<file path="src/design/spipc_map.svh">
// Purpose: offsets, field positions, reset values and widths of the packet command block
// Assumes: word-aligned byte addresses on the plain register port
// Notes: definitions only
`ifndef SPIPC_MAP_SVH
`define SPIPC_MAP_SVH

`define SPIPC_ADDR_W 8
`define SPIPC_OFS_COMMAND 8'h00
`define SPIPC_OFS_PACKET 8'h04
`define SPIPC_OFS_COMMAND_FRAME_COUNT 8'h08
`define SPIPC_OFS_STATUS 8'h0c
`define SPIPC_OFS_OPTIONS 8'h10

// command strobe bits
`define SPIPC_CMD_SEND_EARLY 6
`define SPIPC_CMD_STALL 5
`define SPIPC_CMD_CNT_CLEAR 4
`define SPIPC_CMD_TX_FLUSH 3
`define SPIPC_CMD_RX_FLUSH 2
`define SPIPC_CMD_DISCARD 1
`define SPIPC_CMD_ZERO_PAD 0

// slave status word bits
`define SPIPC_ST_USER_HI 3
`define SPIPC_ST_USER_LO 2
`define SPIPC_ST_TX_BUSY 1
`define SPIPC_ST_RX_BUSY 0

// options register bits
`define SPIPC_OPT_ENABLE 0
`define SPIPC_OPT_MASTER 1
`define SPIPC_OPT_TI 2
`define SPIPC_OPT_STATUS_FIRST 3
`define SPIPC_OPT_DROP_FIRST 4
`define SPIPC_OPT_CNT_OFF 5
`define SPIPC_OPT_LIMIT_HI 15
`define SPIPC_OPT_LIMIT_LO 8

`define SPIPC_RST_BYTE 8'h00
`define SPIPC_RST_WORD 32'h00000000
`define SPIPC_FRAME_BITS 3'h7

`endif

</file>
<file path="src/design/spipc_pkg.sv">
// Purpose: types shared by the packet command block and its shifter
// Assumes: 8-bit frames
// Notes: constants live in spipc_map.svh
package spipc_pkg;
    typedef logic [7:0] spipc_byte_t;

    typedef struct packed {
        logic frameDone;
        logic firstFrame;
        logic gap;
        spipc_byte_t rxByte;
    } spipc_evt_s;

    typedef struct packed {
        logic enable;
        logic master;
        logic tiMode;
        logic statusFirst;
        logic dropFirst;
        logic cntOff;
        spipc_byte_t limit;
    } spipc_opt_s;

    typedef enum logic [0:0] {
        PAD_IDLE,
        PAD_WAIT
    } spipc_pad_e;
endpackage

</file>
<file path="src/design/spipc_core.sv">
// Purpose: command strobes, packet length, command count and slave status word of the SPI block
// Assumes: FIFOs, data path and the master engine sit outside and use the strobes below
// Notes: all outputs registered; link pins sampled through two flops in the shifter
// Functional notes
// [RL1] writing send-early clears transmit-not-ready in slave mode at once
// [RL2] send-early stays set until the first data frame has shifted out
// [RL3] stall bit holds off master transmission until a packet is queued
// [RL4] stall bit clears itself once a full packet is queued
// [RL5] frame-counter clear zeroes the frame counter and reads as zero
// [RL6] frame counter also zeroed when disabled or the limit register written
// [RL7] transmit flush bit empties the transmit FIFO and reads as zero
// [RL8] receive flush bit empties the receive FIFO and reads as zero
// [RL9] auto-discard drops received frames until limit reached or, in slave mode, select ends
// [RL10] auto-pad pushes zero frames up to the limit, clears when the frame count reaches the limit
// [RL11] software queues command bytes, sets auto-pad, then drains receive FIFO
// [RL12] software keeps packet length within the FIFO depth
// [RL13] command interrupt once command-count frames arrived since select active
// [RL14] command counter restarts whenever slave select goes inactive
// [RL15] in TI framing any gap between frames restarts the command count
// [RL16] user status bits are written by software and sent to the master
// [RL17] transmit-not-ready reads 0 only when a full packet is queued or send-early is set
// [RL18] receive-not-ready reads 1 while the receive buffer is not empty
// [RL19] status word bits above the user bits come from queued transmit data
// [RL20] status-first option sends the status byte as first slave frame
// [RL21] drop-first option discards the first received frame of a transfer
// [RL22] active frame counter pauses the transfer at its limit and flags it
// [RL23] sent status keeps the register bit positions for busy and user bits
//
// The register addresses and the address-and-strobe port were chosen for this implementation.
`timescale 1ns/1ps
`include "spipc_map.svh"
module spipc_core
    import spipc_pkg::*;
(
    input wire logic sys_clk,
    input wire logic rst_n,
    input wire logic [`SPIPC_ADDR_W-1:0] regAddr,
    input wire logic [31:0] regWrData,
    input wire logic regWrEn,
    input wire logic regRdEn,
    output logic [31:0] regRdData,
    input wire logic spiClk,
    input wire logic ssN,
    input wire logic mosi,
    output logic misoOut,
    output logic misoOeN,
    input wire spipc_byte_t txLevel,
    input wire logic rxEmpty,
    input wire spipc_byte_t txHead,
    output logic txFlush,
    output logic rxFlush,
    output logic txPop,
    output logic zeroPush,
    output logic rxPush,
    output spipc_byte_t rxData,
    output logic masterGo,
    output logic transferPause,
    output logic limitIrq,
    output logic cmdIrq
);
    logic sendEarly_ff, stall_ff, autoDiscard_ff, autoPad_ff, transmit_not_ready_ff, receive_not_ready_ff;
    spipc_byte_t pktLen_ff, command_frame_count_ff, frame_count_limit_ff, cmdCnt_ff;
    logic [31:2] statusHi_ff;
    spipc_opt_s opt_ff;
    spipc_pad_e padState_ff;
    logic ssPrev_ff;
    spipc_evt_s evt;
    logic loadPop, ssActive, shMiso, shMisoOeN;
    logic cmdWr, optWr, ssEnd, packetReady, limitHit, padMore;
    spipc_byte_t statusByte;

    function automatic logic atCount(input spipc_byte_t cnt, input spipc_byte_t lim);
        atCount = (lim != 8'h00) && (cnt == lim);
    endfunction

    function automatic logic sumBelow(input spipc_byte_t a, input spipc_byte_t b,
                                      input spipc_byte_t lim);
        sumBelow = ({1'b0, a} + {1'b0, b}) < {1'b0, lim};
    endfunction

    assign cmdWr = regWrEn && (regAddr == `SPIPC_OFS_COMMAND);
    assign optWr = regWrEn && (regAddr == `SPIPC_OFS_OPTIONS);
    assign ssEnd = ssPrev_ff & ~ssActive;
    assign packetReady = (pktLen_ff != 8'h00) && (txLevel >= pktLen_ff);
    assign limitHit = ~opt_ff.cntOff & atCount(frame_count_limit_ff, opt_ff.limit);
    assign padMore = sumBelow(txLevel, frame_count_limit_ff, opt_ff.limit);
    // upper bits follow the queued data byte, low bits are the status fields
    assign statusByte = {txHead[7:4], statusHi_ff[3:2], transmit_not_ready_ff, receive_not_ready_ff}; // RL19 RL23 RL16

    spipc_shifter u_shifter (
        .sys_clk(sys_clk),
        .rst_n(rst_n),
        .spiClk(spiClk),
        .ssN(ssN),
        .mosi(mosi),
        .tiMode(opt_ff.tiMode),
        .useStatus(opt_ff.statusFirst & ~opt_ff.master), // RL20
        .statusByte(statusByte),
        .txByte(txHead),
        .evt(evt),
        .loadPop(loadPop),
        .ssActive(ssActive),
        .misoOut(shMiso),
        .misoOeN(shMisoOeN)
    );

    // pins pass straight from the shifter flops
    assign misoOut = shMiso;
    assign misoOeN = shMisoOeN;

    always_ff @(posedge sys_clk or negedge rst_n) begin
        if (!rst_n) begin
            pktLen_ff <= `SPIPC_RST_BYTE;
            command_frame_count_ff <= `SPIPC_RST_BYTE;
            statusHi_ff <= 30'h0;
            opt_ff <= '0;
        end else if (regWrEn) begin
            case (regAddr)
                `SPIPC_OFS_PACKET: pktLen_ff <= regWrData[7:0];
                `SPIPC_OFS_COMMAND_FRAME_COUNT: command_frame_count_ff <= regWrData[7:0];
                `SPIPC_OFS_STATUS: statusHi_ff <= regWrData[31:2]; // RL16
                `SPIPC_OFS_OPTIONS: begin
                    opt_ff.enable <= regWrData[`SPIPC_OPT_ENABLE];
                    opt_ff.master <= regWrData[`SPIPC_OPT_MASTER];
                    opt_ff.tiMode <= regWrData[`SPIPC_OPT_TI];
                    opt_ff.statusFirst <= regWrData[`SPIPC_OPT_STATUS_FIRST];
                    opt_ff.dropFirst <= regWrData[`SPIPC_OPT_DROP_FIRST];
                    opt_ff.cntOff <= regWrData[`SPIPC_OPT_CNT_OFF];
                    opt_ff.limit <= regWrData[`SPIPC_OPT_LIMIT_HI:`SPIPC_OPT_LIMIT_LO];
                end
                default: ;
            endcase
        end
    end

    // command bits: a software set wins over the hardware clear in the same cycle
    always_ff @(posedge sys_clk or negedge rst_n) begin
        if (!rst_n) begin
            sendEarly_ff <= 1'b0;
            stall_ff <= 1'b0;
            autoDiscard_ff <= 1'b0;
            autoPad_ff <= 1'b0;
        end else begin
            if (cmdWr && regWrData[`SPIPC_CMD_SEND_EARLY]) begin
                sendEarly_ff <= 1'b1;
            end else if (evt.frameDone) begin
                sendEarly_ff <= 1'b0; // RL2
            end
            if (cmdWr && regWrData[`SPIPC_CMD_STALL]) begin
                stall_ff <= 1'b1;
            end else if (packetReady) begin
                stall_ff <= 1'b0; // RL4
            end
            if (cmdWr && regWrData[`SPIPC_CMD_DISCARD]) begin
                autoDiscard_ff <= 1'b1;
            end else if (cmdWr || limitHit || (ssEnd && !opt_ff.master)) begin
                autoDiscard_ff <= 1'b0; // RL9
            end
            if (cmdWr && regWrData[`SPIPC_CMD_ZERO_PAD]) begin
                autoPad_ff <= 1'b1;
            end else if (cmdWr || atCount(frame_count_limit_ff, opt_ff.limit)) begin
                autoPad_ff <= 1'b0; // RL10
            end
        end
    end

    // hardware status bits
    always_ff @(posedge sys_clk or negedge rst_n) begin
        if (!rst_n) begin
            transmit_not_ready_ff <= 1'b0;
            receive_not_ready_ff <= 1'b0;
        end else begin
            if (cmdWr && regWrData[`SPIPC_CMD_SEND_EARLY]) begin
                transmit_not_ready_ff <= 1'b0; // RL1
            end else if (sendEarly_ff) begin
                transmit_not_ready_ff <= 1'b0;
            end else begin
                transmit_not_ready_ff <= ~packetReady; // RL17
            end
            receive_not_ready_ff <= ~rxEmpty; // RL18
        end
    end

    always_ff @(posedge sys_clk or negedge rst_n) begin
        if (!rst_n) begin
            frame_count_limit_ff <= `SPIPC_RST_BYTE;
            limitIrq <= 1'b0;
            transferPause <= 1'b0;
        end else begin
            if ((cmdWr && regWrData[`SPIPC_CMD_CNT_CLEAR]) || !opt_ff.enable || optWr) begin
                frame_count_limit_ff <= `SPIPC_RST_BYTE; // RL5 RL6
            end else if (evt.frameDone && frame_count_limit_ff != 8'hff) begin
                frame_count_limit_ff <= frame_count_limit_ff + 8'h01;
            end
            limitIrq <= evt.frameDone & ~opt_ff.cntOff &
                        atCount(frame_count_limit_ff + 8'h01, opt_ff.limit); // RL22
            transferPause <= limitHit; // RL22
        end
    end

    // command counter runs per select window, ti gaps restart it
    always_ff @(posedge sys_clk or negedge rst_n) begin
        if (!rst_n) begin
            cmdCnt_ff <= `SPIPC_RST_BYTE;
            cmdIrq <= 1'b0;
            ssPrev_ff <= 1'b0;
        end else begin
            ssPrev_ff <= ssActive;
            cmdIrq <= evt.frameDone & atCount(cmdCnt_ff + 8'h01, command_frame_count_ff); // RL13
            if (evt.frameDone) begin
                cmdCnt_ff <= cmdCnt_ff + 8'h01;
            end else if (!ssActive || evt.gap) begin
                cmdCnt_ff <= `SPIPC_RST_BYTE; // RL14 RL15
            end
        end
    end

    always_ff @(posedge sys_clk or negedge rst_n) begin
        if (!rst_n) begin
            rxPush <= 1'b0;
            rxData <= `SPIPC_RST_BYTE;
            txPop <= 1'b0;
            txFlush <= 1'b0;
            rxFlush <= 1'b0;
            masterGo <= 1'b0;
        end else begin
            rxPush <= evt.frameDone & opt_ff.enable & ~autoDiscard_ff &
                      ~(opt_ff.dropFirst & evt.firstFrame); // RL9 RL21
            rxData <= evt.rxByte;
            txPop <= loadPop;
            txFlush <= cmdWr & regWrData[`SPIPC_CMD_TX_FLUSH]; // RL7
            rxFlush <= cmdWr & regWrData[`SPIPC_CMD_RX_FLUSH]; // RL8
            masterGo <= opt_ff.enable & opt_ff.master & ~stall_ff & ~limitHit; // RL3 RL22
        end
    end

    // one zero push per two cycles so the fifo level has caught up
    always_ff @(posedge sys_clk or negedge rst_n) begin
        if (!rst_n) begin
            padState_ff <= PAD_IDLE;
            zeroPush <= 1'b0;
        end else begin
            zeroPush <= 1'b0;
            case (padState_ff)
                PAD_IDLE: begin
                    if (autoPad_ff && padMore) begin
                        zeroPush <= 1'b1; // RL10
                        padState_ff <= PAD_WAIT;
                    end
                end
                PAD_WAIT: padState_ff <= PAD_IDLE;
                default: padState_ff <= PAD_IDLE;
            endcase
        end
    end

    always_ff @(posedge sys_clk or negedge rst_n) begin
        if (!rst_n) begin
            regRdData <= `SPIPC_RST_WORD;
        end else if (regRdEn) begin
            case (regAddr)
                `SPIPC_OFS_COMMAND: regRdData <= {25'h0, sendEarly_ff, stall_ff, 3'h0,
                                                  autoDiscard_ff, autoPad_ff}; // RL5 RL7 RL8
                `SPIPC_OFS_PACKET: regRdData <= {24'h0, pktLen_ff};
                `SPIPC_OFS_COMMAND_FRAME_COUNT: regRdData <= {24'h0, command_frame_count_ff};
                `SPIPC_OFS_STATUS: regRdData <= {statusHi_ff, transmit_not_ready_ff, receive_not_ready_ff};
                `SPIPC_OFS_OPTIONS: regRdData <= {16'h0, opt_ff.limit, 2'h0, opt_ff.cntOff,
                                                  opt_ff.dropFirst, opt_ff.statusFirst,
                                                  opt_ff.tiMode, opt_ff.master, opt_ff.enable};
                default: regRdData <= `SPIPC_RST_WORD;
            endcase
        end else begin
            regRdData <= `SPIPC_RST_WORD;
        end
    end

    early_clears_busy_a: assert property (@(posedge sys_clk) disable iff (!rst_n) // RL1
        cmdWr && regWrData[`SPIPC_CMD_SEND_EARLY] |=> !transmit_not_ready_ff ##1 !transmit_not_ready_ff)
        else $error("send early did not clear transmit busy");
    early_self_clear_a: assert property (@(posedge sys_clk) disable iff (!rst_n) // RL2
        sendEarly_ff && evt.frameDone && !cmdWr |=> !sendEarly_ff)
        else $error("send early not cleared after first frame");
    stall_blocks_go_a: assert property (@(posedge sys_clk) disable iff (!rst_n) // RL3
        stall_ff |=> !masterGo)
        else $error("master allowed to send while stalled");
    stall_release_a: assert property (@(posedge sys_clk) disable iff (!rst_n) // RL4
        stall_ff && packetReady && !cmdWr |=> !stall_ff)
        else $error("stall bit did not clear on packet ready");
    count_clear_a: assert property (@(posedge sys_clk) disable iff (!rst_n) // RL5
        cmdWr && regWrData[`SPIPC_CMD_CNT_CLEAR] |=> frame_count_limit_ff == 8'h00)
        else $error("frame counter not cleared");
    count_disable_a: assert property (@(posedge sys_clk) disable iff (!rst_n) // RL6
        !opt_ff.enable || optWr |=> frame_count_limit_ff == 8'h00)
        else $error("frame counter not zero while disabled");
    flush_pulses_a: assert property (@(posedge sys_clk) disable iff (!rst_n) // RL7
        cmdWr && regWrData[`SPIPC_CMD_TX_FLUSH] |=> txFlush ##1
        (!txFlush || $past(cmdWr && regWrData[`SPIPC_CMD_TX_FLUSH])))
        else $error("transmit flush not a single pulse");
    strobe_reads_zero_a: assert property (@(posedge sys_clk) disable iff (!rst_n) // RL8
        regRdEn && regAddr == `SPIPC_OFS_COMMAND |=> regRdData[4:2] == 3'h0)
        else $error("self clearing command bits read nonzero");
    discard_drops_a: assert property (@(posedge sys_clk) disable iff (!rst_n) // RL9
        autoDiscard_ff && evt.frameDone |=> !rxPush)
        else $error("frame pushed while discarding");
    command_irq_a: assert property (@(posedge sys_clk) disable iff (!rst_n) // RL13
        evt.frameDone && command_frame_count_ff != 8'h00 && cmdCnt_ff + 8'h01 == command_frame_count_ff |=> cmdIrq)
        else $error("command interrupt missed");
    select_restart_a: assert property (@(posedge sys_clk) disable iff (!rst_n) // RL14
        !ssActive && !evt.frameDone |=> cmdCnt_ff == 8'h00)
        else $error("command counter kept across select release");
    limit_pause_a: assert property (@(posedge sys_clk) disable iff (!rst_n) // RL22
        limitHit |=> transferPause && !masterGo)
        else $error("transfer not paused at frame limit");
endmodule

</file>
<file path="src/design/spipc_shifter.sv">
// Purpose: serial frame shifter for the slave link, mode 0 and TI framing
// Assumes: link clock far slower than sys_clk, sampled through two flops
// Notes: first frame of a transfer may carry the status byte instead of FIFO data
`timescale 1ns/1ps
`include "spipc_map.svh"
module spipc_shifter
    import spipc_pkg::*;
(
    input wire logic sys_clk,
    input wire logic rst_n,
    input wire logic spiClk,
    input wire logic ssN,
    input wire logic mosi,
    input wire logic tiMode,
    input wire logic useStatus,
    input wire spipc_byte_t statusByte,
    input wire spipc_byte_t txByte,
    output spipc_evt_s evt,
    output logic loadPop,
    output logic ssActive,
    output logic misoOut,
    output logic misoOeN
);
    logic sclkS1_ff, sclkS2_ff, sclkS3_ff;
    logic ssS1_ff, ssS2_ff, ssS3_ff;
    logic mosiS1_ff, mosiS2_ff;
    logic [2:0] bitCnt_ff;
    logic busy_ff;
    logic firstPend_ff;
    spipc_byte_t rxSh_ff, txSh_ff;
    logic rise, fall, ssFall, tiStart, doneNow, loadNow, loadFirst;
    spipc_byte_t loadVal;

    always_ff @(posedge sys_clk or negedge rst_n) begin
        if (!rst_n) begin
            sclkS1_ff <= 1'b0;
            sclkS2_ff <= 1'b0;
            sclkS3_ff <= 1'b0;
            ssS1_ff <= 1'b1;
            ssS2_ff <= 1'b1;
            ssS3_ff <= 1'b1;
            mosiS1_ff <= 1'b0;
            mosiS2_ff <= 1'b0;
        end else begin
            sclkS1_ff <= spiClk;
            sclkS2_ff <= sclkS1_ff;
            sclkS3_ff <= sclkS2_ff;
            ssS1_ff <= ssN;
            ssS2_ff <= ssS1_ff;
            ssS3_ff <= ssS2_ff;
            mosiS1_ff <= mosi;
            mosiS2_ff <= mosiS1_ff;
        end
    end

    assign rise = sclkS2_ff & ~sclkS3_ff;
    assign fall = ~sclkS2_ff & sclkS3_ff;
    assign ssFall = ~tiMode & ~ssS2_ff & ssS3_ff;
    // ti: sync high on an edge with no frame running, or during the last bit
    assign tiStart = tiMode & rise & ssS2_ff & (~busy_ff | (bitCnt_ff == `SPIPC_FRAME_BITS));
    assign doneNow = rise & (tiMode ? busy_ff : ~ssS2_ff) & (bitCnt_ff == `SPIPC_FRAME_BITS);
    assign loadNow = ssFall | tiStart | (doneNow & ~tiMode);
    assign loadFirst = ssFall | (tiStart & ~busy_ff);
    assign loadVal = (loadFirst && useStatus) ? statusByte : txByte;

    always_ff @(posedge sys_clk or negedge rst_n) begin
        if (!rst_n) begin
            bitCnt_ff <= 3'h0;
            busy_ff <= 1'b0;
            rxSh_ff <= `SPIPC_RST_BYTE;
            evt <= '0;
            firstPend_ff <= 1'b0;
        end else begin
            evt.frameDone <= doneNow;
            evt.firstFrame <= doneNow & firstPend_ff;
            evt.gap <= tiMode & rise & ~busy_ff & ~ssS2_ff;
            if (doneNow) begin
                evt.rxByte <= {rxSh_ff[6:0], mosiS2_ff};
            end
            if (loadFirst) begin
                firstPend_ff <= 1'b1;
            end else if (doneNow) begin
                firstPend_ff <= 1'b0;
            end
            if (!tiMode && ssS2_ff) begin
                bitCnt_ff <= 3'h0;
                busy_ff <= 1'b0;
            end else if (tiStart) begin
                bitCnt_ff <= 3'h0;
                busy_ff <= 1'b1;
            end else if (rise && (busy_ff || !tiMode)) begin
                rxSh_ff <= {rxSh_ff[6:0], mosiS2_ff};
                bitCnt_ff <= bitCnt_ff + 3'h1;
                if (doneNow) begin
                    busy_ff <= ~tiMode;
                end
            end
        end
    end

    always_ff @(posedge sys_clk or negedge rst_n) begin
        if (!rst_n) begin
            txSh_ff <= `SPIPC_RST_BYTE;
            misoOut <= 1'b0;
            loadPop <= 1'b0;
            ssActive <= 1'b0;
            misoOeN <= 1'b1;
        end else begin
            loadPop <= loadNow & ~(loadFirst & useStatus);
            ssActive <= tiMode ? (busy_ff | tiStart) : ~ssS2_ff;
            misoOeN <= tiMode ? ~(busy_ff | tiStart) : ssS2_ff;
            if (loadNow) begin
                misoOut <= loadVal[7];
                txSh_ff <= {loadVal[6:0], 1'b0};
            end else if (fall) begin
                misoOut <= txSh_ff[7];
                txSh_ff <= {txSh_ff[6:0], 1'b0};
            end
        end
    end
endmodule

</file>
<file path="config.mk">
export PLATFORM = sky130hd
export DESIGN_NAME = spipc_core
export DESIGN_NICKNAME = d
export VERILOG_FILES = /design/src/design/spipc_pkg.sv /design/src/design/spipc_core.sv /design/src/design/spipc_shifter.sv
export VERILOG_INCLUDE_DIRS = /design/src /design/src/design
export SDC_FILE = /design/constraint.sdc
export NUM_CORES = 1
export LEC_CHECK = 0
export ABC_CLOCK_PERIOD_IN_PS = 7800
export BUFFER_PORTS_ARGS = -buffer_cell sky130_fd_sc_hd__buf_4
export CORE_AREA = 4 4 107 184
export CTS_CLUSTER_DIAMETER = 30
export CTS_CLUSTER_SIZE = 20
export DETAILED_ROUTE_END_ITERATION = 10
export DIE_AREA = 0 0 111 188
export PLACE_DENSITY = 0.73
export REMOVE_ABC_BUFFERS = 1
export SYNTH_ARGS = -nofsm -noshare
export SYNTH_HDL_FRONTEND = slang
export SYNTH_HIERARCHICAL = 1
export SYNTH_SLANG_ARGS = --single-unit
</file>
<file path="constraint.sdc">
create_clock -name sys_clk -period 7.8 [get_ports sys_clk]
set_input_delay 0.39 -clock sys_clk [delete_from_list [all_inputs] [get_ports sys_clk]]
set_output_delay 0.39 -clock sys_clk [all_outputs]
set_load 0.01 [all_outputs]
</file>
==> qor.yml <==
met3_usage: 0.0397
wl_per_cell_um: 17.6
crit_chain: "buf_4 -> nor4_4 -> nor3b_2 -> and3_1 -> nand2_2 -> mux2_1"
grt_pass1_wl_mm: 29.7
finalWeightedCongestion: 0.873
diodes: 0
dp_slack_ns: 4.42
synth-seq-cells: 174
final-setup-viol-count: 0
postCtsHoldBufs: 0
vias: 5506
tritoncts.num_buffers: 17
grt_setup_unrepaired: "no"
seq_area_frac_synth: 0.542
hold_viol: 0
crit_family: "simple AND/OR/NAND/NOR gates"
setup_tns_ns: 0
power_mw: 1.99
worstMarginPinSlew_ns: 1.09
drt_iter0_drc: 348
maxSlewViolCount: 0
cpMaxStageDelayCell: "and3_1"
die-height_um: 188
worstPathArrival_ns: 3.30
power-per-cell-area_nw_per_um2: 206
htreeDepth: 4
syn_area_sq_um: 8050
cts.sinks: 174
drc: 0
num_rows: 65
grt-busiest-layer: "met2"
final_nets: 873
fmax_mhz: 334
leakage_nw: 4.82
antenna_found_initial: 0
drt-total-wl_mm: 18.1
clkTransAtPathRegs_ns: 0.07
met2_usage: 0.320
yosysUniqueCellTypes: 68
io_buffer_count: 114
viasPerCell: 5.36
dr.pass1.iters: 4
syn_area_per_cell_sq_um: 12.0
netlist_instances: 670
die_w_um: 111
synth-async-reset-ratio: 1.00
antenna_left: 0
clockRootBuffer: "clkbuf_16"
critPathKind: "input pin to flip-flop"
final_area_sq_um: 9650
grt_pass1_vias: 5811
hold_path.class: "input pin to asynchronous set/reset pin"
maxCapViolCount: 0
fin_crit_sh: 0.384
coreArea_sq_um: 18100
grt_overflow: 0
slew_headroom: 0.273
clk-insertion-delay-late_ns: 0.43
setup_ws_ns: 4.81
crit_fanout: 32
drive_above_1_share: 0.257
crit_required_ns: 8.10
use_met1: 0.198
ios: 115
start_kind: "input pin"
grt_max_degree: 98
clockBufferDepth: 2
grt_usage: 0.180
synthFlopType: "dfrtp_1"
status: "finished clean"
start_util: 0.444
dp_hpwl_mm: 13.4
dieArea_sq_um: 20900
fin_skew_ns: 0.00663
synth-edff-count: 0
syn2layout_area_growth_pct: 19.9
cts-resized-gates: 0
cts_setup_buffers: 0
peakVddDrop_mv: 0.141
path_buf_inv: 1
ys_warn_count: 6
dpl_cell_area_sq_um: 9070
max_stage_delay_ns: 0.93
post-route-min-period_ns: 2.99
end_kind: "flip-flop"
cts_tree: "done"
fillers: 1572
-- worst paths after layout --
path	startpoint	end	slack, ns	cells after the start
min in group sys_clk	ssN	u_shifter/ssS1_ff	0.07	1
worst max register to register	frame_count_limit_ff[1]	padState_ff	4.83	10
worst max-delay path	regAddr[1]	statusHi_ff[31]	4.81	6
max in group asynchronous	rst_n	regRdData[28]	6.22	2
worst min-delay path	rst_n	rxFlush	0.04	1
worst min register to register	u_shifter/sclkS1_ff	u_shifter/sclkS2_ff	0.35	0
-- layer usage --
layer | wire length (um) | vias to the layer above
met2 | 9620 | 164
met1 | 6890 | 2716
met4 | 746 | 0
met3 | 860 | 46
met5 | 0 | -
li1 | - | 2580
-- worst register-to-register path, cell delays in order, from the launching register on --
cell and delay (ns):
dfrtp_1 0.45, ha_1 0.30, a21o_1 0.17, a21oi_1 0.25, nand2b_1 0.18, a31oi_1 0.10, xor2_1 0.16, ha_1 0.17
or4b_2 0.62, a211o_1 0.24, a311oi_1 0.23
-- layout make-up --
cell class | instances | area, sq um | share of cell area
Clock buffer | 21 | 480 | 0.0498
Clock inverter | 11 | 106 | 0.0110
Inverter | 31 | 116 | 0.0121
Multi-Input combinational cell | 441 | 3420 | 0.355
Sequential cell | 174 | 4360 | 0.452
Tap cell | 234 | 293 | 0.0303
Timing Repair Buffer | 116 | 875 | 0.0906
-- synthesized netlist by cell type, types with 10 or more instances --
cell | n | area [sq um]
mux2_1 | 35 | 394
inv_1 | 31 | 116
and3_1 | 21 | 131
xnor2_1 | 17 | 149
mux2_4 | 10 | 150
xor2_1 | 15 | 131
a21oi_1 | 16 | 80.1
mux2_2 | 26 | 293
o21ai_0 | 28 | 140
ha_1 | 27 | 338
nor2_1 | 42 | 158
a22oi_1 | 13 | 97.6
nand2_1 | 43 | 161
dfrtp_1 | 170 | 4250
mux2i_1 | 32 | 320
-- power breakdown --
group	switching (mW)	internal (mW)	leakage, nW
Sequential	0.0372	0.951	2.31
Clock	0.355	0.476	0.282
Combinational	0.0844	0.0823	2.22
Total	0.476	1.51	4.82
-- cells in the final DEF, fill, tap and decap left out, types with 9 or more instances in the layout --
master and instances:
clkbuf_16 17, mux2_2 26, buf_4 115, xnor2_1 17, nor2_1 42, a22oi_1 13
mux2_1 35, nand2b_1 9, nand2_1 43, inv_1 31, ha_1 27, dfrtp_1 170
mux2i_1 32, and3_1 21, o21ai_0 28, xor2_1 15, a21oi_1 16, mux2_4 10
-- kinds of logic after synthesis --
kind of cell,count (synthesis),synth area share
and+or+nand+nor,174,0.116
DFF,174,0.542
AOI/OAI and AO/OA,104,0.0863
muxes,103,0.144
buffers and inverters,55,0.0331
xor gates and xnor gates,32,0.0348
adders and majority gates,28,0.0445
-- registers in the layout, indices dropped and copies added (netlist names), 7 cells and up --
name	flops
statusHi_ff	30
opt_ff	14
u_shifter/txSh_ff	7
rxData	8
regRdData	32
command_frame_count_ff	8
cmdCnt_ff	8
u_shifter/rxSh_ff	7
frame_count_limit_ff	8
pktLen_ff	8
u_shifter/evt	11
-- per-stage QoR --
step                      std cells  hold WS, ns  utilization
after floorplan                 646       0.0944            -
after global placement          996        0.332        0.500
after detailed placement        996        0.337        0.500
after CTS                      1028       0.0516        0.532
after global routing           1028       0.0506        0.532
final                          1028       0.0406        0.532
Power figures use the tool's default switching activity.
